$ cat src/core/dacufc_pkg.sv
/*
  dacufc_pkg: register map, field positions and encodings of the
  update and format control of the second 12-bit converter.
  Assumes a byte-wide paged special-function register bus in front of it.
*/
package dacufc_pkg;
  // register page and addresses
  localparam logic [7:0] SFR_PAGE        = 8'h01;
  localparam logic [7:0] CTRL_ADDR       = 8'hd4;
  localparam logic [7:0] DATA_LOW_ADDR   = 8'hd2;
  localparam logic [7:0] DATA_HIGH_ADDR  = 8'hd3;
  // reset values
  localparam logic [7:0] CTRL_RESET      = 8'h00;
  localparam logic [7:0] DATA_RESET      = 8'h00;
  // bits 6:5 are dropped on write
  localparam logic [7:0] CTRL_WMASK      = 8'h9f;
  // field positions
  localparam int         ENABLE_BIT      = 7;
  localparam int         MODE_LSB        = 3;
  localparam int         FMT_LSB         = 0;
  // update trigger encodings
  localparam logic [1:0] MODE_ON_WRITE   = 2'h0;
  localparam logic [1:0] MODE_TMR3       = 2'h1;
  localparam logic [1:0] MODE_TMR4       = 2'h2;
  localparam logic [1:0] MODE_TMR2       = 2'h3;
  // justification encodings, top bit set selects eight upper bits
  localparam logic [2:0] FMT_HI4         = 3'h0;
  localparam logic [2:0] FMT_HI5         = 3'h1;
  localparam logic [2:0] FMT_HI6         = 3'h2;
  localparam logic [2:0] FMT_HI7         = 3'h3;
endpackage : dacufc_pkg

$ cat src/core/dacufc_justify.sv
/*
  dacufc_justify: maps the two data bytes into the 12-bit code by the
  selected justification. Purely combinational; the caller registers it.
*/
`timescale 1ns/1ps
module dacufc_justify
(
  // data bytes and format
  input  wire logic [7:0]  i_high,
  input  wire logic [7:0]  i_low,
  input  wire logic [2:0]  i_fmt,
  // justified code
  output wire logic [11:0] o_code
);
  wire logic [11:0] code_hi4;
  wire logic [11:0] code_hi5;
  wire logic [11:0] code_hi6;
  wire logic [11:0] code_hi7;
  wire logic [11:0] code_hi8;

  assign code_hi4 = {i_high[3:0], i_low};         // RULE6
  assign code_hi5 = {i_high[4:0], i_low[7:1]};    // RULE7
  assign code_hi6 = {i_high[5:0], i_low[7:2]};    // RULE8
  assign code_hi7 = {i_high[6:0], i_low[7:3]};    // RULE9
  assign code_hi8 = {i_high, i_low[7:4]};         // RULE10

  // any code with the top bit set is the eight-upper-bit form
  assign o_code = i_fmt[2]                   ? code_hi8 :
                  (i_fmt == dacufc_pkg::FMT_HI7) ? code_hi7 :
                  (i_fmt == dacufc_pkg::FMT_HI6) ? code_hi6 :
                  (i_fmt == dacufc_pkg::FMT_HI5) ? code_hi5 :
                                                 code_hi4;
endmodule : dacufc_justify

$ cat src/core/dacufc_top.sv
/*
  dacufc_top: control register, data byte holding registers and the
  converter input latch of the second 12-bit converter.
  Assumes the core bus presents one-cycle write and read strobes with
  page and address, and that timer overflows are one-cycle strobes from
  logic on the same clock.
*/
// How it works
// RULE1 - control register sits at 0xd4 on page 1 and clears to zero on reset.
// RULE2 - enable bit 0 shuts the converter down and disables the pin; 1 runs it.
// RULE3 - control bits 6 and 5 read as zero and ignore writes.
// RULE4 - trigger mode 00 latches the data word when the high byte is written.
// RULE5 - modes 01, 10, 11 latch on timer 3, 4, 2 overflow, never on writes.
// RULE6 - format 000 takes high bits 3:0 above the whole low byte.
// RULE7 - format 001 takes high bits 4:0 above low bits 7:1.
// RULE8 - format 010 takes high bits 5:0 above low bits 7:2.
// RULE9 - format 011 takes high bits 6:0 above low bits 7:3.
// RULE10 - format 1xx takes the whole high byte above low bits 7:4.
// RULE11 - in mode 00 a low byte write alone leaves the output unchanged.
// RULE12 - in timer modes both bytes are held until the chosen timer overflows.
// RULE13 - a disabled converter keeps its output high-impedance.
// RULE14 - each overflow strobe gives exactly one latch update.
`timescale 1ns/1ps
module dacufc_top
(
  // clock and reset
  input  wire logic        i_clk,
  input  wire logic        i_arst_n,
  // register bus
  input  wire logic [7:0]  i_sfr_page,
  input  wire logic [7:0]  i_sfr_addr,
  input  wire logic        i_sfr_wr,
  input  wire logic        i_sfr_rd,
  input  wire logic [7:0]  i_sfr_wdata,
  output logic      [7:0]  o_sfr_rdata,
  // timer overflow strobes
  input  wire logic        i_tmr2_ovf,
  input  wire logic        i_tmr3_ovf,
  input  wire logic        i_tmr4_ovf,
  // converter side
  output logic      [11:0] o_dac_code,
  output logic             o_conv_enable,
  output logic             o_out_drive_en
);
  logic [7:0]  converter_control;
  logic [7:0]  data_high_byte;
  logic [7:0]  data_low_byte;
  logic        write_update_pend;
  logic        first_after_reset;

  wire logic        page_hit;
  wire logic        ctrl_sel;
  wire logic        low_sel;
  wire logic        high_sel;
  wire logic        ctrl_wr;
  wire logic        low_wr;
  wire logic        high_wr;
  wire logic [1:0]  update_trigger_select;
  wire logic [2:0]  word_justify_select;
  wire logic        timer_hit;
  wire logic        update_now;
  wire logic [11:0] fmt_code;
  wire logic [7:0]  ctrl_read;
  wire logic [7:0]  next_rdata;

  assign page_hit = (i_sfr_page == dacufc_pkg::SFR_PAGE);
  assign ctrl_sel = page_hit && (i_sfr_addr == dacufc_pkg::CTRL_ADDR);    // RULE1
  assign low_sel  = page_hit && (i_sfr_addr == dacufc_pkg::DATA_LOW_ADDR);
  assign high_sel = page_hit && (i_sfr_addr == dacufc_pkg::DATA_HIGH_ADDR);
  assign ctrl_wr  = i_sfr_wr && ctrl_sel;
  assign low_wr   = i_sfr_wr && low_sel;
  assign high_wr  = i_sfr_wr && high_sel;

  assign update_trigger_select = converter_control[dacufc_pkg::MODE_LSB +: 2];
  assign word_justify_select   = converter_control[dacufc_pkg::FMT_LSB +: 3];

  // strobes used as-is: a stretched overflow would update twice
  assign timer_hit =
    ((update_trigger_select == dacufc_pkg::MODE_TMR3) && i_tmr3_ovf) ||
    ((update_trigger_select == dacufc_pkg::MODE_TMR4) && i_tmr4_ovf) ||
    ((update_trigger_select == dacufc_pkg::MODE_TMR2) && i_tmr2_ovf);  // RULE5 RULE14

  // pending write update lets the latch see the byte just written
  assign update_now = write_update_pend || timer_hit;                 // RULE12

  assign ctrl_read  = converter_control & dacufc_pkg::CTRL_WMASK;       // RULE3
  assign next_rdata = !i_sfr_rd ? 8'h00 :
                      ctrl_sel  ? ctrl_read :
                      low_sel   ? data_low_byte :
                      high_sel  ? data_high_byte :
                                  8'h00;

  dacufc_justify u_justify
  (
    .i_high (data_high_byte),
    .i_low  (data_low_byte),
    .i_fmt  (word_justify_select),
    .o_code (fmt_code)
  );

  always_ff @(posedge i_clk or negedge i_arst_n)
  begin
    if (!i_arst_n)
    begin
      converter_control <= dacufc_pkg::CTRL_RESET;                    // RULE1
      data_high_byte    <= dacufc_pkg::DATA_RESET;
      data_low_byte     <= dacufc_pkg::DATA_RESET;
    end
    else
    begin
      if (ctrl_wr)
        converter_control <= i_sfr_wdata & dacufc_pkg::CTRL_WMASK;    // RULE3
      if (high_wr)
        data_high_byte <= i_sfr_wdata;
      if (low_wr)
        data_low_byte <= i_sfr_wdata;                                 // RULE11
    end
  end

  always_ff @(posedge i_clk or negedge i_arst_n)
  begin
    if (!i_arst_n)
    begin
      write_update_pend <= 1'b0;
      o_dac_code        <= 12'h000;
      o_sfr_rdata       <= 8'h00;
      first_after_reset <= 1'b1;
    end
    else
    begin
      write_update_pend <= high_wr &&
                           (update_trigger_select == dacufc_pkg::MODE_ON_WRITE); // RULE4
      if (update_now)
        o_dac_code <= fmt_code;                                       // RULE4 RULE12
      o_sfr_rdata       <= next_rdata;
      first_after_reset <= 1'b0;
    end
  end

  // shutdown and pin release both follow the enable bit
  assign o_conv_enable  = converter_control[dacufc_pkg::ENABLE_BIT];  // RULE2
  assign o_out_drive_en = converter_control[dacufc_pkg::ENABLE_BIT];  // RULE13
endmodule : dacufc_top

$ cat config.mk
export PLATFORM = sky130hd
export DESIGN_NAME = dacufc_top
export DESIGN_NICKNAME = d
export VERILOG_FILES = /design/src/core/dacufc_pkg.sv /design/src/core/dacufc_justify.sv /design/src/core/dacufc_top.sv
export SDC_FILE = /design/constraint.sdc
export NUM_CORES = 1
export LEC_CHECK = 0
export BUFFER_PORTS_ARGS = -buffer_cell sky130_fd_sc_hd__buf_2
export CAP_MARGIN = 20
export CORE_UTILIZATION = 48
export CTS_CLUSTER_DIAMETER = 30
export CTS_CLUSTER_SIZE = 30
export DETAILED_ROUTE_END_ITERATION = 8
export PLACE_DENSITY = 0.8
export SYNTH_ARGS = -nofsm -noshare
export SYNTH_HDL_FRONTEND = slang
export SYNTH_SLANG_ARGS = --single-unit
$ cat constraint.sdc
create_clock -name i_clk -period 1.81 [get_ports i_clk]
set_clock_uncertainty 0.05 [all_clocks]
set_input_delay 0.0905 -clock i_clk [delete_from_list [all_inputs] [get_ports i_clk]]
set_output_delay 0.0905 -clock i_clk [all_outputs]
set_load 0.01 [all_outputs]
# Word-level counts from Yosys, hierarchy flattened
# Cells that the tools add are included.
word_totals:
  output_inout_bits: 22
  elab_cells: 38
  register_bits: 43
  inputBits: 31
op_classes:
  n_eq_ne: 10
  n_mux: 8
  n_reduce_logical: 14
ops:
  columns: ["operator", "count"]
  rows:
  - ["$mux W12", 4]
  - ["$mux W8", 4]
  - ["$eq A8 B8 Y1 const B", 3]
  - ["$logic_and A1 B1 Y1", 10]
  - ["$eq A8 B1 Y1 const B", 1]
  - ["$eq A3 B2 Y1 const B", 2]
  - ["$eq A2 B2 Y1 const B", 2]
  - ["$eq A3 B1 Y1 const B", 1]
  - ["$logic_or A1 B1 Y1", 3]
  - ["$eq A2 B1 Y1 const B", 1]
  - ["$logic_not A2 Y1", 1]

# Depth between registers and ports, before layout
# Gate-level depths: netlist of run 1.
logic_depth:
  ltp_word: 6
  ltp_mapped: 5
  ltp_nobuf: 4

# By module
# From an unflattened synthesis of run 1, not the netlist that was laid out.
unflattened:
  hier_cells: 188
  hier_area_um2: 2409.8
by_module_without_submodules:
  columns: ["mod", "n_inst", "seq_area_each_um2", "area_each_um2", "cells_per_inst"]
  rows:
  - ["dacufc_top", 1, 1076.0, 1943.1, 129]
  - ["dacufc_justify", 1, 0.0, 466.7, 59]

# Worst setup path before layout of run 1
# OpenSTA, ideal clock, no wires.
synth_timing:
  path_type: "flip-flop to flip-flop"
  startpoint: "reg converter_control[0]"
  endpoint: "reg o_dac_code[11]"
  setup_slack_ns: 0.116
  n_path_buf: 2
  required_ns: 1.623
  stages_incl_launch_ff: 6
  arrival_ns: 1.507
  period_less_slack_ns: 1.694
  path_cell_list: "dfrtp_1 -> clkbuf_1 -> buf_4 -> mux4_2 -> mux2i_1 -> a21oi_1"
synth_between:
  elab_chain_len: 5
synth_rtl:
  columns: ["item", "line", "text"]
  rows:
  - ["start, declared", "dacufc_top.sv:45", "logic [7:0] converter_control;"]
  - ["start signal, assigned", "dacufc_top.sv:105", "converter_control <= dacufc_pkg::CTRL_RESET;"]
  - ["start signal, assigned", "dacufc_top.sv:112", "converter_control <= i_sfr_wdata & dacufc_pkg::CTRL_WMASK;"]
  - ["$eq A3 B1 Y1", "dacufc_justify.sv:31", "(i_fmt == dacufc_pkg::FMT_HI5) ? code_hi5 :"]
  - ["$mux W12", "dacufc_justify.sv:31", null]
  - ["$mux W12", "dacufc_justify.sv:30", "(i_fmt == dacufc_pkg::FMT_HI6) ? code_hi6 :"]
  - ["$mux W12 (*)", "dacufc_justify.sv:29", "(i_fmt == dacufc_pkg::FMT_HI7) ? code_hi7 :"]
  - ["$mux W12 (*)", "dacufc_justify.sv:28", "assign o_code = i_fmt[2] ? code_hi8 :"]
  - ["end signal, assigned", "dacufc_top.sv:134", "o_dac_code <= fmt_code;"]
  - ["end, declared", "dacufc_top.sv:41", "output logic [11:0] o_dac_code,"]
# Every way passes the cells marked *; elsewhere a longest branch is shown, timed or not.
# A chain may end at the register's enable or synchronous reset.

# Worst setup path in the final report of run 1
layout_timing:
  startpoint: "reg converter_control[3]"
  endpoint: "reg o_dac_code[2]"
layout_between:
  elab_chain_len: 5
layout_rtl:
  columns: ["item", "line", "text"]
  rows:
  - ["$eq A2 B1 Y1 or $eq A2 B2 Y1 (tied branches)", "dacufc_top.sv:79, dacufc_top.sv:80", null]
  - ["$logic_and A1 B1 Y1, on equally long branches", "dacufc_top.sv:79, dacufc_top.sv:80", null]
  - ["$logic_or A1 B1 Y1", "dacufc_top.sv:79", "((update_trigger_select == dacufc_pkg::MODE_TMR3) && i_tmr3_ovf) ||"]
  - ["$logic_or A1 B1 Y1 (*)", "dacufc_top.sv:80", "((update_trigger_select == dacufc_pkg::MODE_TMR4) && i_tmr4_ovf) ||"]
  - ["$logic_or A1 B1 Y1 (*)", "dacufc_top.sv:84", "assign update_now = write_update_pend || timer_hit;"]
# Marked as above.

==> results.sh, run 1 <==
export IMPL_ir_drop_v=0.000367
export IMPL_layout_drive_gt1_share=0.489
export IMPL_dp_final_hpwl_um=3510
export IMPL_cts_hold_buffers=1
export IMPL_yosysSeqAreaShare=0.492
export IMPL_setup_viol_count_final=0
export IMPL_drtPass1Iterations=4
export IMPL_drt_wl_total_um=4650
export IMPL_grt_pass1_wl_um=8290
export IMPL_cts_tree="yes"
export IMPL_floorplan_initialDensity=0.503
export IMPL_power_mw=1.63
export IMPL_syn_avg_cell_area_um2=13.6
export IMPL_path_clk_slew_ns=0.08
export IMPL_numCtsBuffers=5
export IMPL_synthTopCellsByArea="dfrtp_1 (49%), mux4_2 (12%), mux2_2 (11%)"
export IMPL_hold_viol=0
export IMPL_area_delta_synth_final_pct=22.0
export IMPL_io_buffers=52
export IMPL_postRouteAntennaNets=0
export IMPL_status="finished clean"
export IMPL_antenna_found_initial=0
export IMPL_netlist_area_leader_share=0.492
export IMPL_layout_common_cells="buf_2 (52), dfrtp_1 (43), mux2_2 (22)"
export IMPL_dr_total_vias=1554
export IMPL_postCtsSetupRepairBufs=0
export IMPL_drcViolationCount=0
export IMPL_n_antenna_cell=0
export IMPL_dieArea_mm2=0.00483
export IMPL_ctsLongestPathBuffers=2
export IMPL_cap_violations=0
export IMPL_fin_hold_ws_ns=0.00875
export IMPL_cts_sinks=43
export IMPL_rows=24
export IMPL_cts_max_level=2
export IMPL_final_nets=251
export IMPL_slowest_delay_ns=0.43
export IMPL_clockRootBuffer="clkbuf_8"
export IMPL_clock_latency_ns=0.29
export IMPL_io_pins=53
export IMPL_grt_usage=0.218
export IMPL_post_drt_wl_per_cell_um=17.0
export IMPL_power_density_mw_per_mm2=610
export IMPL_critPathKind="reg -> reg"
export IMPL_ys_types=22
export IMPL_worst_slew_pin_transition_ns=0.660
export IMPL_die_x_um=69.5
export IMPL_required_ns=1.93
export IMPL_nFillCells=340
export IMPL_fin_util=0.613
export IMPL_fin_crit_ns=1.68
export IMPL_synth_nets=192
export IMPL_fmaxAchievable_mhz=596
export IMPL_period_share=0.927
export IMPL_worstPathArrival_ns=1.79
export IMPL_post_drt_via_cell_ratio=5.69
export IMPL_start_kind="flop"
export IMPL_slew_viol_final=0
export IMPL_cp_num_buf_inv=1
export IMPL_grt_overflow_total=0
export IMPL_grt_max_degree=44
export IMPL_p_leak_nw=1.29
export IMPL_synthCells=161
export IMPL_die_height_um=69.5
export IMPL_crit_reg2reg_launch="converter_control[3]$_DFFE_PN0P_"
export IMPL_slew_headroom=0.560
export IMPL_cts_repair_resized=0
export IMPL_fin_tns_setup_ns=0
export IMPL_min_path_type="in -> reg"
export IMPL_ys_ff_latch=43
export IMPL_synth_area_mm2=0.00219
export IMPL_crit_path_max_fanout=24
export IMPL_critical_path_cell_chain="mux2_2 > a221o_1 > buf_4 > nor2_1 > a21oi_1"
export IMPL_endpoint_kind="flop"
export IMPL_place_gp_congestion=0.818
export IMPL_min_from="i_sfr_wdata[5]"
export IMPL_grt_pass1_vias=1651
export IMPL_yosysTopAreaCell="dfrtp_1"
export IMPL_worst_path_max_delay_cell="dfrtp_1"
export IMPL_layout_commonest_cell="buf_2"
export IMPL_crit_path_start="converter_control[3]$_DFFE_PN0P_"
export IMPL_critical_path_top_delay_family="flip-flops"
export IMPL_yosys_warnings=0
export IMPL_multiInputGateArea_mm2=0.00106
export IMPL_drtIter0Drc=133
export IMPL_rsz0062_at_grt="false"
export IMPL_core_area_mm2=0.00435
export IMPL_regArea_mm2=0.00108
where the power goes:
group	switching, mW	internal (mW)	total [mW]
Combinational	0.0510	0.0398	0.0908
Sequential	0.00152	0.963	0.964
Clock	0.310	0.264	0.574
final timing paths:
kind	to	slack [ns]	cells past startpoint
min reg2reg	o_dac_code[1]$_DFFE_PN0P_	0.47	2
max in group asynchronous	data_low_byte[3]$_DFFE_PN0P_	1.01	3
min	data_low_byte[5]$_DFFE_PN0P_	0.009	2
max reg2reg	o_dac_code[2]$_DFFE_PN0P_	0.13	5
min in group asynchronous	o_dac_code[10]$_DFFE_PN0P_	0.35	3
max	o_dac_code[2]$_DFFE_PN0P_	0.13	5
cell type report:
type	count	share of cell area
flip-flops and latches	43	0.403
multi-input cells	107	0.398
repair buffers	62	0.142
clock buffers	5	0.0258
well taps	52	0.0244
clock inverters	3	0.00563
inverters	1	0.00141
synthesized netlist by cell type:
library cell,n
nand4b_2,1
nor4_1,1
or2_2,1
nor3_4,2
mux4_2,12
inv_1,1
clkbuf_1,7
a221o_1,1
and3_1,1
mux2_2,22
dfrtp_1,43
buf_4,2
nor4b_2,2
o2bb2ai_1,6
and3b_1,1
mux2_1,1
nor2_1,18
buf_2,1
nand4_1,4
mux2i_1,20
nor2b_1,2
a21oi_1,12
through the flow:
| stage | setup WS, ns | cell area [µm²] | instances |
|---|---|---|---|
| floorplan | 0.116 | 2190 | 161 |
| global placement | 0.0727 | 2560 | 263 |
| detailed placement | 0.0222 | 2560 | 263 |
| CTS | 0.140 | 2660 | 272 |
| global route | 0.0441 | 2670 | 273 |
| finish | 0.133 | 2670 | 273 |
state kept, by name, summed over array words and instances (netlist names):
signal / cells
write_update_pend: 1
o_sfr_rdata: 8
data_low_byte: 8
o_dac_code: 12
data_high_byte: 8
converter_control: 6
worst reg2reg max path, stage by stage, from the launching register on:
cell and delay, ns:
dfrtp_1 0.43, mux2_2 0.35, a221o_1 0.34, buf_4 0.21, nor2_1 0.14, a21oi_1 0.05
kinds of logic after synthesis:
group                  Yosys count  share of synthesized area
AOI/OAI and AO/OA               19                     0.0560
muxes                           55                      0.333
DFF                             43                      0.492
and+or+nand+nor                 33                     0.0961
buffers and inverters           11                     0.0229
metal layers:
metal  vias to the layer above  wire length [µm]  global-route usage
met5                         -                 0                   0
met4                         0                50              0.0680
met3                         6               187              0.0509
met2                        48              2320               0.344
met1                       774              2090               0.301
li1                        726                 -                   -
No activity file was read; power rests on OpenSTA's default activity.
==> run 2: changes to the inputs <==
Settings changed: CORE_UTILIZATION 48 to 57, PLACE_DENSITY 0.8 to 0.88.
Clock period 1.81 ns to 2.07 ns, I/O delays scaled along.
==> run 2 against run 1 <==
Against the previous run: non-clock buffer count is 7 lower; first-iteration DRC count is 30% lower; core utilization is 9.4 points higher; critical path depth is 1 lower; die area is 15% lower; total power is 9.1% lower; final cell count is 4.0% lower; largest cell class unchanged.
==> results.sh, run 2 (synthesis results as in run 1) <==
export IMPL_status="finished clean"
export IMPL_n_antenna_cell=0
export IMPL_required_ns=2.16
export IMPL_ctsLongestPathBuffers=2
export IMPL_drtPass1Iterations=4
export IMPL_clkPwrFrac=0.381
export IMPL_p_leak_nw=1.25
export IMPL_r2r_cells=4
export IMPL_slowest_delay_ns=0.62
export IMPL_power_density_mw_per_mm2=572
export IMPL_p_int_mw=1.18
export IMPL_endpoint_kind="flop"
export IMPL_r2r_end="o_dac_code[2]$_DFFE_PN0P_"
export IMPL_rows=22
export IMPL_drt_wl_total_um=4410
export IMPL_placedCellCount=253
export IMPL_io_pins=53
export IMPL_period_share=0.910
export IMPL_nFillCells=263
export IMPL_setup_viol_count_final=0
export IMPL_drtIter0Drc=93
export IMPL_post_drt_wl_per_cell_um=16.8
export IMPL_hold_path_cell_count=2
export IMPL_clockRootBuffer="clkbuf_8"
export IMPL_cap_violations=0
export IMPL_regArea_mm2=0.00108
export IMPL_final_cell_area_mm2=0.00259
export IMPL_critical_path_cell_chain="mux2_2 > a221o_1 > nor2_1 > a21oi_1"
export IMPL_fin_cells=262
export IMPL_dr_total_vias=1560
export IMPL_rsz0062_at_grt="false"
export IMPL_power_frac_comb=0.050
export IMPL_post_drt_via_cell_ratio=5.95
export IMPL_power_mw=1.48
export IMPL_fin_tns_setup_ns=0
export IMPL_place_gp_congestion=0.789
export IMPL_dieArea_mm2=0.00409
export IMPL_cts_max_level=2
export IMPL_cts_sinks=43
export IMPL_postRouteAntennaNets=0
export IMPL_power_switching_mw=0.303
export IMPL_multiInputGateArea_mm2=0.00106
export IMPL_layout_commonest_cell="buf_2"
export IMPL_crit_path_max_fanout=24
export IMPL_die_x_um=64.0
export IMPL_dp_final_hpwl_um=3190
export IMPL_fmaxAchievable_mhz=531
export IMPL_floorplan_initialDensity=0.598
export IMPL_largest_reg_flops=12
export IMPL_grt_overflow_total=0
export IMPL_area_delta_synth_final_pct=18.2
export IMPL_grt_usage=0.243
export IMPL_switching_share=0.204
export IMPL_hold_path_end="data_low_byte[5]$_DFFE_PN0P_"
export IMPL_io_buffers=52
export IMPL_min_from="i_sfr_wdata[5]"
export IMPL_die_height_um=64.0
export IMPL_clock_latency_ns=0.28
export IMPL_worst_slew_pin_transition_ns=0.912
export IMPL_grt_pass1_wl_um=7400
export IMPL_path_clk_slew_ns=0.08
export IMPL_ir_drop_v=0.000442
export IMPL_grt_pass1_vias=1527
export IMPL_slew_headroom=0.392
export IMPL_cts_tree="yes"
export IMPL_antenna_found_initial=0
export IMPL_numCtsBuffers=5
export IMPL_grt_max_degree=44
export IMPL_slew_viol_final=0
export IMPL_ff2ff_setup_slack_ns=0.19
export IMPL_worstPathArrival_ns=1.97
export IMPL_min_path_type="in -> reg"
export IMPL_placed_area_mm2=0.00248
export IMPL_layout_drive_gt1_share=0.472
export IMPL_seqPwrFrac=0.569
export IMPL_start_kind="flop"
export IMPL_layout_common_cells="buf_2 (52), dfrtp_1 (43), mux2_2 (22)"
export IMPL_drcViolationCount=0
export IMPL_worst_slack_ns=0.187
export IMPL_crit_reg2reg_launch="converter_control[3]$_DFFE_PN0P_"
export IMPL_hold_viol=0
export IMPL_largest_register="o_dac_code"
export IMPL_critPathKind="reg -> reg"
export IMPL_place_ws_ns=0.181
export IMPL_fin_crit_ns=1.88
export IMPL_final_nets=244
export IMPL_core_area_mm2=0.00366
export IMPL_worst_path_max_delay_cell="a221o_1"
-- run 2: cell types whose count changed in the layout (fill, tap and decap cells not counted) --
cell | before | now
buf_4 | 5 | 2
clkbuf_8 | 5 | 7
dlygate4sd3_1 | 2 | 1
clkbuf_1 | 0 | 1
clkinv_2 | 3 | 0
buf_12 | 3 | 0
-- run 2: how the worst max path moves through the flow --
stage	from	end	slack, ns	cells after the start
floorplan	converter_control[0]$_DFFE_PN0P_	o_dac_code[10]$_DFFE_PN0P_	0.38	5
global placement	i_sfr_page[1]	data_low_byte[5]$_DFFE_PN0P_	0.22	5
detailed placement	converter_control[3]$_DFFE_PN0P_	o_dac_code[0]$_DFFE_PN0P_	0.18	4
CTS	converter_control[3]$_DFFE_PN0P_	o_dac_code[0]$_DFFE_PN0P_	0.18	4
global route	converter_control[3]$_DFFE_PN0P_	o_dac_code[2]$_DFFE_PN0P_	0.04	4
finish	converter_control[3]$_DFFE_PN0P_	o_dac_code[2]$_DFFE_PN0P_	0.19	4
-- run 2: timing repair --
action / CTS / global route
resized for setup: 0 / 0
buffers inserted: 0 / 0
endpoints found under the hold margin: 43 / 0
hold buffers: 1 / 0
-- run 2: cell type report --
class | instances | area share
Tap cell | 48 | 0.0232
Clock buffer | 8 | 0.0387
Inverter | 1 | 0.00145
Multi-Input combinational cell | 107 | 0.411
Sequential cell | 43 | 0.416
Timing Repair Buffer | 55 | 0.110
-- run 2: per-layer routing --
metal  GRT usage  vias to the layer above  wire length [µm]
met4      0.0909                        0                51
met2       0.384                       46              2190
met3      0.0393                        5               189
li1            -                      711                 -
met1       0.340                      798              1990
met5           0                        -                 0
-- run 2: power groups by stage --
stage / Sequential [mW] / Combinational, mW / Clock, mW
floorplan: 0.861 / 0.0190 / 0
global placement: 0.860 / 0.0718 / 0
detailed placement: 0.860 / 0.0732 / 0
CTS: 0.843 / 0.0747 / 0.572
global route: 0.843 / 0.0826 / 0.611
finish: 0.843 / 0.0739 / 0.564
-- run 2: worst max-delay path, delay by kind of cell (launching register included) --
family | cells | cell delay [ns]
compound gates | 2 | 0.68
simple gates | 1 | 0.22
flops | 1 | 0.43
mux | 1 | 0.35
-- run 2: metrics by stage --
| step | utilization | hold WS, ns |
|---|---|---|
| finish | 0.707 | 0.0193 |
| global route | 0.707 | 0.0145 |
| CTS | 0.707 | 0.0130 |
| detailed placement | 0.677 | 0.232 |
| global placement | 0.677 | 0.223 |
| floorplan | - | -0.242 |
